==> src/i2c_target_cfg.svh <==
`ifndef I2C_TARGET_CFG_SVH
`define I2C_TARGET_CFG_SVH
`define TGT_ADDR 7'h17
`define BIT_MSB 3'h7
`define PTR_RESET 8'h00
`endif

==> src/i2c_target_pkg.sv <==
package i2c_target_pkg;
  typedef enum logic [2:0] {
    ST_IDLE = 3'b000,
    ST_ADDR = 3'b001,
    ST_ADDR_ACK = 3'b010,
    ST_WR = 3'b011,
    ST_WR_ACK = 3'b100,
    ST_RD = 3'b101,
    ST_RD_ACK = 3'b110
  } bus_state_t;
  typedef struct packed {
    logic [7:0] addr;
    logic [7:0] data;
    logic valid;
  } reg_wr_t;
endpackage

==> src/i2c_register_target_port.sv <==
`timescale 1ns/1ps
`default_nettype none
`include "i2c_target_cfg.svh"
module i2c_register_target_port (
  // Clock and reset
  input wire logic sys_clk_in,
  input wire logic nrst_in,
  // Two-wire bus
  input wire logic scl_in,
  input wire logic sda_in,
  output logic sda_out,
  output logic sda_oe_out,
  // Register bank side
  output i2c_target_pkg::reg_wr_t reg_wr_out,
  output logic [7:0] reg_ptr_out,
  input wire logic [7:0] reg_rd_data_in,
  output logic busy_out
);
  import i2c_target_pkg::*;

  logic [2:0] scl_sync_q, sda_sync_q;
  logic scl_q, sda_q;
  bus_state_t state_q;
  logic [2:0] bit_q;
  logic [7:0] shift_q;
  logic [7:0] ptr_q;
  logic ptr_set_q;
  logic rd_q;
  logic nack_q;
  logic sda_oe_q;
  reg_wr_t wr_q;
  logic busy_q;

  always_ff @(posedge sys_clk_in or negedge nrst_in) begin
    if (!nrst_in) begin
      scl_sync_q <= 3'h7;
      sda_sync_q <= 3'h7;
    end else begin
      scl_sync_q <= {scl_sync_q[1:0], scl_in};
      sda_sync_q <= {sda_sync_q[1:0], sda_in};
    end
  end

  wire scl_agree = scl_sync_q[1] == scl_sync_q[2];
  wire sda_agree = sda_sync_q[1] == sda_sync_q[2];
  wire scl_f = scl_agree ? scl_sync_q[2] : scl_q;
  wire sda_f = sda_agree ? sda_sync_q[2] : sda_q;

  always_ff @(posedge sys_clk_in or negedge nrst_in) begin
    if (!nrst_in) begin
      scl_q <= 1'b1;
      sda_q <= 1'b1;
    end else begin
      scl_q <= scl_f;
      sda_q <= sda_f;
    end
  end

  wire scl_rise = scl_f && !scl_q;
  wire scl_fall = !scl_f && scl_q;
  wire start_det = scl_f && scl_q && sda_q && !sda_f;
  wire stop_det = scl_f && scl_q && !sda_q && sda_f;
  wire [7:0] rx_byte = {shift_q[6:0], sda_f};
  wire last_bit = bit_q == 3'h0;
  wire addr_hit = rx_byte[7:1] == `TGT_ADDR;
  wire [7:0] ptr_inc = ptr_q + 8'h01;

  always_ff @(posedge sys_clk_in or negedge nrst_in) begin
    if (!nrst_in) begin
      state_q <= ST_IDLE;
      bit_q <= `BIT_MSB;
      shift_q <= 8'h00;
      ptr_q <= `PTR_RESET;
      ptr_set_q <= 1'b0;
      rd_q <= 1'b0;
      nack_q <= 1'b0;
      sda_oe_q <= 1'b0;
      wr_q <= '0;
      busy_q <= 1'b0;
    end else begin
      wr_q.valid <= 1'b0;
      if (start_det) begin
        state_q <= ST_ADDR;
        bit_q <= `BIT_MSB;
        sda_oe_q <= 1'b0;
        nack_q <= 1'b0;
        busy_q <= 1'b1;
      end else if (stop_det) begin
        state_q <= ST_IDLE;
        sda_oe_q <= 1'b0;
        busy_q <= 1'b0;
      end else begin
        unique case (state_q)
          ST_IDLE: begin
            sda_oe_q <= 1'b0;
          end
          ST_ADDR, ST_WR: begin
            if (scl_rise) begin
              shift_q <= rx_byte;
              bit_q <= bit_q - 3'h1;
              if (last_bit && state_q == ST_ADDR) begin
                rd_q <= rx_byte[0];
                ptr_set_q <= 1'b0;
                state_q <= addr_hit ? ST_ADDR_ACK : ST_IDLE;
              end else if (last_bit) begin
                if (!ptr_set_q) begin
                  ptr_q <= rx_byte;
                  ptr_set_q <= 1'b1;
                end else begin
                  wr_q.addr <= ptr_q;
                  wr_q.data <= rx_byte;
                  wr_q.valid <= 1'b1;
                  ptr_q <= ptr_inc;
                end
                state_q <= ST_WR_ACK;
              end
            end
            if (scl_fall && bit_q == 3'h7 && state_q != ST_ADDR) begin
              sda_oe_q <= 1'b0;
            end
          end
          ST_ADDR_ACK, ST_WR_ACK: begin
            if (scl_fall && !sda_oe_q) begin
              sda_oe_q <= 1'b1;
            end else if (scl_fall) begin
              bit_q <= `BIT_MSB;
              if (state_q == ST_ADDR_ACK && rd_q) begin
                shift_q <= reg_rd_data_in;
                sda_oe_q <= !reg_rd_data_in[7];
                state_q <= ST_RD;
              end else begin
                sda_oe_q <= 1'b0;
                state_q <= ST_WR;
              end
            end
          end
          ST_RD: begin
            if (scl_fall) begin
              if (last_bit) begin
                sda_oe_q <= 1'b0;
                state_q <= ST_RD_ACK;
                ptr_q <= ptr_inc;
              end else begin
                bit_q <= bit_q - 3'h1;
                shift_q <= {shift_q[6:0], 1'b0};
                sda_oe_q <= !shift_q[6];
              end
            end
          end
          ST_RD_ACK: begin
            if (scl_rise) begin
              nack_q <= sda_f;
            end
            if (scl_fall) begin
              bit_q <= `BIT_MSB;
              if (nack_q) begin
                sda_oe_q <= 1'b0;
                state_q <= ST_IDLE;
              end else begin
                shift_q <= reg_rd_data_in;
                sda_oe_q <= !reg_rd_data_in[7];
                state_q <= ST_RD;
              end
            end
          end
          default: begin
            state_q <= ST_IDLE;
            sda_oe_q <= 1'b0;
          end
        endcase
      end
    end
  end

  assign sda_out = 1'b0;
  assign sda_oe_out = sda_oe_q;
  assign reg_wr_out = wr_q;
  assign reg_ptr_out = ptr_q;
  assign busy_out = busy_q;

  property p_stop_releases;
    @(posedge sys_clk_in) disable iff (!nrst_in)
      stop_det |=> !sda_oe_q && state_q == ST_IDLE;
  endproperty
  a_stop_releases: assert property (p_stop_releases)
    else $error("SDA held after STOP");

  property p_start_addr;
    @(posedge sys_clk_in) disable iff (!nrst_in)
      start_det |=> state_q == ST_ADDR && bit_q == 3'h7;
  endproperty
  a_start_addr: assert property (p_start_addr)
    else $error("START did not restart address");

  property p_sda_change_low;
    @(posedge sys_clk_in) disable iff (!nrst_in)
      scl_q && scl_f && !start_det && !stop_det |=> $stable(sda_oe_q);
  endproperty
  a_sda_change_low: assert property (p_sda_change_low)
    else $error("SDA changed while SCL high");

  property p_miss_addr;
    @(posedge sys_clk_in) disable iff (!nrst_in)
      state_q == ST_ADDR && scl_rise && last_bit && !addr_hit
      && !start_det && !stop_det |=> state_q == ST_IDLE;
  endproperty
  a_miss_addr: assert property (p_miss_addr)
    else $error("Foreign address accepted");

  property p_wr_inc;
    @(posedge sys_clk_in) disable iff (!nrst_in)
      wr_q.valid |-> ptr_q == wr_q.addr + 8'h01;
  endproperty
  a_wr_inc: assert property (p_wr_inc)
    else $error("Pointer not incremented");

  property p_nack_release;
    @(posedge sys_clk_in) disable iff (!nrst_in)
      state_q == ST_RD_ACK && nack_q && scl_fall && !start_det && !stop_det
      |=> !sda_oe_q [*2];
  endproperty
  a_nack_release: assert property (p_nack_release)
    else $error("SDA driven after NACK");

  property p_idle_free;
    @(posedge sys_clk_in) disable iff (!nrst_in)
      state_q == ST_IDLE |-> !sda_oe_q;
  endproperty
  a_idle_free: assert property (p_idle_free)
    else $error("SDA driven while idle");

  property p_ack_hold;
    @(posedge sys_clk_in) disable iff (!nrst_in)
      state_q == ST_WR_ACK && sda_oe_q && scl_rise |=> sda_oe_q;
  endproperty
  a_ack_hold: assert property (p_ack_hold)
    else $error("Acknowledge not held");

  property p_rd_msb;
    @(posedge sys_clk_in) disable iff (!nrst_in)
      state_q == ST_RD |-> sda_oe_q == !shift_q[7];
  endproperty
  a_rd_msb: assert property (p_rd_msb)
    else $error("Read bit not taken from the top of the byte");

  property p_rd_inc;
    @(posedge sys_clk_in) disable iff (!nrst_in)
      state_q == ST_RD && scl_fall && last_bit && !start_det && !stop_det
      |=> ptr_q == $past(ptr_q) + 8'h01;
  endproperty
  a_rd_inc: assert property (p_rd_inc)
    else $error("Pointer not advanced after read byte");

  property p_ptr_only;
    @(posedge sys_clk_in) disable iff (!nrst_in)
      state_q == ST_WR && scl_rise && last_bit && !ptr_set_q
      && !start_det && !stop_det |=> ptr_set_q && !wr_q.valid;
  endproperty
  a_ptr_only: assert property (p_ptr_only)
    else $error("Pointer byte treated as data");

  property p_valid_pulse;
    @(posedge sys_clk_in) disable iff (!nrst_in)
      wr_q.valid |=> !wr_q.valid;
  endproperty
  a_valid_pulse: assert property (p_valid_pulse)
    else $error("Write strobe longer than one cycle");

  c_write: cover property (@(posedge sys_clk_in) wr_q.valid);
  c_read: cover property (@(posedge sys_clk_in) state_q == ST_RD_ACK);
  c_nack: cover property (@(posedge sys_clk_in) nack_q && scl_fall);
  c_restart: cover property (@(posedge sys_clk_in) start_det && busy_q);
endmodule
`default_nettype wire

==> config.mk <==
export PLATFORM = sky130hd
export DESIGN_NAME = i2c_register_target_port
export DESIGN_NICKNAME = d
export VERILOG_FILES = /design/src/i2c_target_pkg.sv /design/src/i2c_register_target_port.sv
export VERILOG_INCLUDE_DIRS = /design/src
export SDC_FILE = /design/constraint.sdc
export NUM_CORES = 1
export LEC_CHECK = 0
export BUFFER_PORTS_ARGS = -buffer_cell sky130_fd_sc_hd__buf_2
export CORE_UTILIZATION = 60
export CTS_BUF_LIST = sky130_fd_sc_hd__clkbuf_16
export DETAILED_ROUTE_END_ITERATION = 12
export GPL_TIMING_DRIVEN = 0
export MAX_ROUTING_LAYER = met4
export PLACE_DENSITY = 0.85
export SYNTH_ARGS = -nofsm -noshare
export SYNTH_HDL_FRONTEND = slang
export SYNTH_SLANG_ARGS = --single-unit
==> constraint.sdc <==
create_clock -name sys_clk_in -period 3 [get_ports sys_clk_in]
set_input_delay 0.9 -clock sys_clk_in [delete_from_list [all_inputs] [get_ports sys_clk_in]]
set_output_delay 0.9 -clock sys_clk_in [all_outputs]
set_load 0.01 [all_outputs]
### Word level (Yosys, flattened, before mapping)

Index checks and enable logic that the tools add are counted.
Widths: inputs -> output; s select.

* memories kept: 0
* bits in latches: 0
* memory bits (read-only): 0
* register bits: 51
* logic and storage cells: 163
* bits of input ports: 12
* output and inout port bits: 28
* bits in writable memories: 0

* $lt $le $gt $ge: 0
* divide/modulo/power cells: 0
* bitwise logic cells: 3
* equal/unequal tests: 37
* reduce and logical (&&, ||, !) cells: 39
* multiplexer cells: 66
* multipliers: 0
* $add $sub $neg: 2
* shifts and indexed selects: 0

Operator list (count)
* $mux 3: 19
* $mux 7: 8
* $mux 8: 6
* $ne 4x4->1 const B: 7
* $pmux 7 s4: 1
* $mux 1: 27
* $ne 2x2->1 const B: 12
* $pmux 8 s2: 1
* $reduce_and 8->1: 2
* $ne 3x3->1 const B: 5
* $pmux 3 s5: 1
* $eq 3x3->1 const B: 4
* $logic_and 1x1->1: 12
* $pmux 3 s4: 1
* $reduce_and 11->1: 1
* $ne 5x5->1 const B: 2
* $reduce_and 5->1: 2
* $reduce_bool 2->1: 5
* $add 8x1->8 const B: 1
* $eq 7x5->1 const B: 1
* $logic_not 1->1: 7
* $reduce_and 7->1: 1
* $eq 3x2->1 const B: 2
* $logic_not 3->1: 2
* other kinds (13): 17

### Depth between registers and ports, before layout

Gate-level depths: netlist of run 1.

* word-level depth: 10
* mapped depth: 7
* gate-level depth less buffers: 6

### Worst setup path after synthesis of run 1

OpenSTA, ideal clock, no wires.

* kind: register -> register
* start: register scl_sync_q[1]
* end: register wr_q, in the netlist reg_wr_out[10]
* arrival time: 1.687 ns
* clock period less this slack: 1.812 ns
* setup time: 0.125 ns
* cell stages (with the launch flop): 6
* path buffers: 1
* required time: 2.875 ns
* setup slack: 1.188 ns
* path through: dfstp_2 and4bb_2 nand2_2 nor2_4 buf_4 mux2_2

* cells in the longest elaborated chain, start to end: 7
* elaborated cells on any way between the ends: 11
* those cells by class: eq/ne: 1; mux: 1; bitwise: 2; reduce/logical: 7

RTL lines
* start: declaration: line i2c_register_target_port.sv:21 `logic [2:0] scl_sync_q, sda_sync_q;`
* start signal: assignment: line i2c_register_target_port.sv:39 `scl_sync_q <= {scl_sync_q[1:0], scl_in};`
* $eq 1x1->1 (*): line i2c_register_target_port.sv:44 `wire scl_agree = scl_sync_q[1] == scl_sync_q[2];`
* $mux 1 (*): line i2c_register_target_port.sv:46 `wire scl_f = scl_agree ? scl_sync_q[2] : scl_q;`
* $logic_and 1x1->1: line i2c_register_target_port.sv:61, i2c_register_target_port.sv:62
* $logic_and 1x1->1, on equally long branches (2 in a row): line i2c_register_target_port.sv:62, i2c_register_target_port.sv:61
* $not 1->1 (no line)
* $reduce_and 7->1 (no line) (*)
* end: declaration: line i2c_register_target_port.sv:31 `reg_wr_t wr_q;`

Mark *: on every way between the ends. The rest lies on a longest branch, timed or not.
A chain may end at the register's enable or synchronous reset.

### Worst setup path after layout of run 1

* start: register scl_sync_q[1]
* end: register wr_q, in the netlist reg_wr_out[15]

Same word-level chain as after synthesis.

==> out/metrics.yaml, run 1 <==
pwr:
  leakage_nw: 1.45
  ir_worst_vdd_v: 0.000431
  p_per_area_nw_per_um2: 603
outcome:
  status: "complete, no violations"
logic_synthesis:
  avgSynthCellArea_sq_um: 10.9
  ys_ff_latch: 51
  seq_area_frac_synth_pct: 48.0
  synth-edff-count: 0
  synthesis.area_sq_um: 2690
  yosys_warnings: 0
  syn-num-nets: 263
  syn_inst: 247
  ys.flop_type: "dfrtp_1"
  async_flop_share_pct: 100
  synth_cell_types: 59
timing:
  slew_headroom_pct: 26.0
  fin_crit_sh_pct: 69.0
  timing.fmax_mhz: 483
  hold_violations: 0
  drv_slew: 0
  worstMarginPinSlew_ns: 1.11
  finalWorstSetupSlack_ns: 0.930
  finalSetupViolations: 0
  rsz0062_at_grt: "no"
  clock_skew_ns: 0.00389
  finalCriticalPeriod_ns: 2.07
  final.setup.tns_ns: 0
critical_path:
  worstPathRequired_ns: 3.18
  crit_path_start_kind: "flop"
  crit_fanout: 10
  cp.arrival_ns: 2.25
  cp-startpoint: "scl_sync_q[1]$_DFF_PN1_"
  worst-setup-path-type: "reg2reg"
  rr_worst_depth: 5
  cp-end-kind: "flop"
  reg2reg_from: "scl_sync_q[1]$_DFF_PN1_"
flow_run:
  maxCapViolCount: 0
detailed_routing:
  firstDrtPassIters: 4
  routed_wl_um: 5710
  ant_nets: 0
  post_drt_wl_per_cell_um: 16.7
  route.detailed.drc: 0
  vias: 2089
  post_drt_via_cell_ratio: 6.09
  drt_iter0_drc: 177
place:
  hpwl_um: 4000
  place_congestion: 0.965
  placed_cells: 335
  place_area_sq_um: 2940
  dp_slack_ns: 0.938
  io_buffers: 38
global_route:
  grt_max_degree: 52
  grt_use_met2_pct: 39.2
  grt_first_pass_wirelength_um: 9180
  grtUsageMet3_pct: 7.07
  use_met1_pct: 38.7
  grt_pass1_vias: 1892
  busiest_layer: "met2"
  grt.overflow.total: 0
  antenna_found_initial: 0
  grtUsageTotal_pct: 27.8
finish:
  multi_input_area_sq_um: 1300
  antennaDiodeCount: 0
  ff_latch_area_sq_um: 1290
  final_nets: 308
  n_fill_cell: 294
  final_cells: 343
  final_cell_area_sq_um: 3080
  syn_to_final_growth_pct: 14.7
  drive_above_1_share_pct: 36.2
die:
  initial_core_util_pct: 64.9
  rows: 23
  die_h_um: 68.9
  die-area_sq_um: 4750
  core_area_sq_um: 4140
  io_pins: 40
  die_w_um: 68.9
cts:
  cts.sinks: 51
  cts_root_buf: "clkbuf_16"
  cts_tree: "yes"
  post_cts_resized: 0
  h-tree-depth: 2
  clk_pin_slew_ns: 0.06
  clk_path_buf_depth: 2
  cts_setup_buffers: 0
  cts_buffers: 5
  cts_hold_buf: 0
  clock_latency_ns: 0.29
worst_hold_path:
  hp-class: "reg2reg"
  min_from: "sda_sync_q[0]$_DFF_PN1_"
  hold_depth: 0
-- through the flow --
step	hold WS (ns)	util, %	power, mW
2_1_floorplan	0.345	-	1.19
3_3_place_gp	0.346	71.0	1.30
4_1_cts	0.359	74.4	1.86
3_5_place_dp	0.348	71.0	1.31
5_1_grt	0.360	74.4	1.95
6_report	0.356	74.4	1.86
-- layer usage --
metal / up-vias / routed length (um)
li1: 994 / -
met1: 1004 / 2670
met2: 78 / 2600
met3: 13 / 351
met4: 0 / 97
met5: - / 0
-- worst max-delay path, stage by stage (launching register included) --
cell	delay, ns
dfstp_2	0.61
and4bb_2	0.35
nand2_2	0.12
nor2_4	0.26
buf_4	0.25
mux2_2	0.35
-- sequential cells by signal, summed over array words and instances (netlist names) --
signal       flops
bit_q            3
shift_q          7
reg_ptr_out      8
scl_sync_q       3
busy_out         1
sda_q            1
state_q          3
ptr_set_q        1
scl_q            1
sda_oe_out       1
rd_q             1
reg_wr_out      17
nack_q           1
sda_sync_q       3
-- placed cells by master (no fill, tap or decap), drive strengths merged, types with 2 or more instances in the layout --
master,netlist,layout
a32oi,2,2
or2,3,3
o22ai,6,6
nand3b,3,3
mux2i,4,4
nand2,30,30
maj3,2,2
and3b,2,2
mux2,27,27
dfrtp,40,40
o211ai,2,2
nor3,7,7
buf,9,47
clkbuf,4,9
and2,2,2
ha,4,4
nor4b,2,2
nand3,5,5
a211oi,10,10
and4bb,2,2
nand2b,3,3
a21oi,4,4
a31oi,2,2
nor2,11,11
o21bai,2,2
dfstp,11,11
nor3b,2,2
nor4,2,2
o21ai,10,10
a2bb2oi,5,5
nor2b,2,2
inv,8,9
or3b,2,2
-- power breakdown --
group / switching (mW) / total (mW) / internal, mW
registers: 0.0988 / 0.890 / 0.791
clock network: 0.243 / 0.548 / 0.305
logic: 0.225 / 0.421 / 0.196
-- kinds of logic after synthesis --
logic type | synth area share, %
flops | 48.0
simple gates | 17.3
xor+xnor | 0.326
other cells | 0.140
buf+inv | 3.49
compound gates | 14.9
fa+ha+maj | 2.61
mux | 13.3
-- worst paths after layout --
kind	slack [ns]	to
max in group asynchronous	1.50	shift_q[6]$_DFFE_PN0P_
hold / removal	0.36	sda_sync_q[1]$_DFF_PN1_
hold reg to reg	0.36	sda_sync_q[1]$_DFF_PN1_
min in group asynchronous	0.82	state_q[1]$_DFFE_PN0P_
setup / recovery	0.93	reg_wr_out[15]$_DFFE_PN0P_
setup reg to reg	0.93	reg_wr_out[15]$_DFFE_PN0P_
-- cell usage after synthesis (2+ instances only) --
cell	count	area, sq um
dfrtp_1	40	1000
nand2_1	29	109
mux2_2	26	293
dfstp_2	11	289
nor2_1	10	37.5
o21ai_0	10	50.1
a211oi_1	9	67.6
inv_1	8	30.0
nor3_1	7	35.0
buf_2	6	30.0
o22ai_1	6	37.5
a2bb2oi_1	5	43.8
nand3_1	5	25.0
a21oi_1	4	20.0
clkbuf_1	4	15.0
ha_1	4	50.1
mux2i_1	3	30.0
nand2b_1	3	18.8
nand3b_1	3	22.5
or2_2	3	18.8
a31oi_1	2	12.5
and2_1	2	12.5
and3b_1	2	17.5
and4bb_2	2	25.0
buf_4	2	15.0
maj3_1	2	20.0
nor2b_1	2	12.5
nor4_1	2	12.5
nor4b_1	2	17.5
o211ai_1	2	15.0
o21bai_1	2	15.0
or3b_2	2	17.5
-- layout make-up --
class                           count  share of cell area [%]
Multi-Input combinational cell    175                    42.3
Sequential cell                    51                    41.9
Timing Repair Buffer               38                    6.17
Clock buffer                        5                    4.06
Buffer                             13                    2.07
Tap cell                           50                    2.03
Inverter                            8                   0.974
Clock inverter                      3                   0.528
(Power assumes the default switching activity.)
==> run 2: changes to the inputs <==
CORE_UTILIZATION = 57   (was 60)
PLACE_DENSITY = 0.82   (was 0.85)
clock period = 2.1 ns   (was 3 ns; I/O delays follow)
==> run 2 against run 1 <==
  * The run now ends with design-rule violations left
  * Sequential share of layout area decreased by 0.52 points
  * Critical path depth unchanged
  * Global-route usage decreased by 0.68 points
  * Cell area increased by 1.3%
==> out/metrics.yaml, run 2 (synthesized netlist as in run 1, its figures left out) <==
timing:
  slew_headroom_pct: 26.6
  final.setup.tns_ns: 0
  worstMarginPinSlew_ns: 1.10
  clock_skew_ns: 0.00515
  hold_violations: 0
  finalSetupViolations: 0
  finalCriticalPeriod_ns: 2.05
  fin_crit_sh_pct: 97.5
  fin_hold_ws_ns: 0.356
  drv_slew: 0
  timing.fmax_mhz: 488
die:
  die-area_sq_um: 4990
  die_h_um: 70.7
  rows: 24
  die_w_um: 70.7
  io_pins: 40
  initial_core_util_pct: 60.5
  core_area_sq_um: 4440
detailed_routing:
  drt_iter0_drc: 195
  vias: 2124
  route.detailed.drc: 8
  post_drt_via_cell_ratio: 6.12
  routed_wl_um: 6000
  firstDrtPassIters: 8
  ant_nets: 0
  post_drt_wl_per_cell_um: 17.3
critical_path:
  crit_path_start_kind: "flop"
  crit_fanout: 7
  cp-end-kind: "flop"
  r2r_slack_ns: 0.05
  cp.arrival_ns: 2.22
  worstPathRequired_ns: 2.28
  worst-setup-path-type: "reg2reg"
flow_run:
  maxCapViolCount: 0
finish:
  layout_common_cells: "buf_2, dfrtp_1, nand2_1, mux2_2, dfstp_2"
  final_util_pct: 70.2
  syn_to_final_growth_pct: 16.1
  antennaDiodeCount: 0
  n_fill_cell: 335
  final_common_cell: "buf_2"
  drive_above_1_share_pct: 37.6
  multi_input_area_sq_um: 1310
  ff_latch_area_sq_um: 1290
  final_nets: 310
  largest_reg_flops: 17
  final_cell_area_sq_um: 3120
pwr:
  ir_worst_vdd_v: 0.000601
  p_per_area_nw_per_um2: 866
  finalPower_mw: 2.70
  leakage_nw: 1.47
global_route:
  busiest_layer: "met2"
  grt_pass1_vias: 2050
  use_met1_pct: 37.7
  grt_use_met2_pct: 41.1
  grt.overflow.total: 0
  grt_max_degree: 52
  antenna_found_initial: 0
  grtUsageMet3_pct: 4.70
  grtUsageTotal_pct: 27.1
  grt_first_pass_wirelength_um: 10100
cts:
  cts_tree: "yes"
  cts.sinks: 51
  clock_latency_ns: 0.29
  cts_root_buf: "clkbuf_16"
  h-tree-depth: 2
  cts_buffers: 5
  cts_hold_buf: 0
  clk_pin_slew_ns: 0.07
  clk_path_buf_depth: 2
place:
  hpwl_um: 4080
  place_area_sq_um: 2940
  place_congestion: 0.930
  io_buffers: 38
outcome:
  failed_checks: "design-rule violations"
  status: "finished, violations left"
worst_hold_path:
  hp-class: "reg2reg"
[run 2: changes by cell type in the layout (fill, tap and decap cells not counted), sizes merged]
cell and delta:
clkinv +1, clkinvlp -1, clkbuf -1, buf +3
[run 2: where the power goes]
| part | internal, mW | leakage (nW) | switching (mW) |
|---|---|---|---|
| sequential | 1.13 | 0.662 | 0.169 |
| clock | 0.442 | 0.0740 | 0.369 |
| combinational | 0.284 | 0.735 | 0.306 |
[run 2: stage by stage]
step,std cells,worst slack [ns]
after floorplan,247,0.288
after global placement,337,0.0732
after detailed placement,337,0.0396
after CTS,345,0.0165
after global routing,347,-0.0144
final,347,0.0516
[run 2: worst paths after layout]
check / from / to / cells past startpoint
hold reg to reg: sda_sync_q[0]$_DFF_PN1_ / sda_sync_q[1]$_DFF_PN1_ / 0
max in group asynchronous: nrst_in / shift_q[0]$_DFFE_PN0P_ / 1
min in group asynchronous: nrst_in / sda_oe_out$_DFFE_PN0P_ / 1
setup / recovery: scl_q$_DFF_PN1_ / shift_q[1]$_DFFE_PN0P_ / 5
setup reg to reg: scl_q$_DFF_PN1_ / shift_q[1]$_DFFE_PN0P_ / 5
hold / removal: sda_sync_q[0]$_DFF_PN1_ / sda_sync_q[1]$_DFF_PN1_ / 0
[run 2: cell type report]
class	instances	area share [%]
multi-input combinational	175	41.9
timing repair buffer	41	7.22
inverter	8	0.962
sequential	51	41.3
tap	52	2.09
buffer	12	1.92
clock inverter	3	0.601
clock buffer	5	4.01
[run 2: worst max-delay path, cell delays in order (launching register included)]
cell,delay [ns]
dfstp_2,0.58
nor3b_2,0.31
a32oi_2,0.25
a211oi_4,0.30
buf_12,0.16
mux2_2,0.33
[run 2: layer usage]
layer  part of all wire (%)  vias to the layer above
met2                     45                       81
met5                      0                        -
met4                    1.3                        0
met1                     48                     1033
met3                    5.7                       11
li1                       -                      999
[run 2: repair_timing]
item / in CTS / in global routing
gates resized for setup: 0 / 1
buffers inserted: 0 / 3
endpoints found under the setup margin: 0 / 18
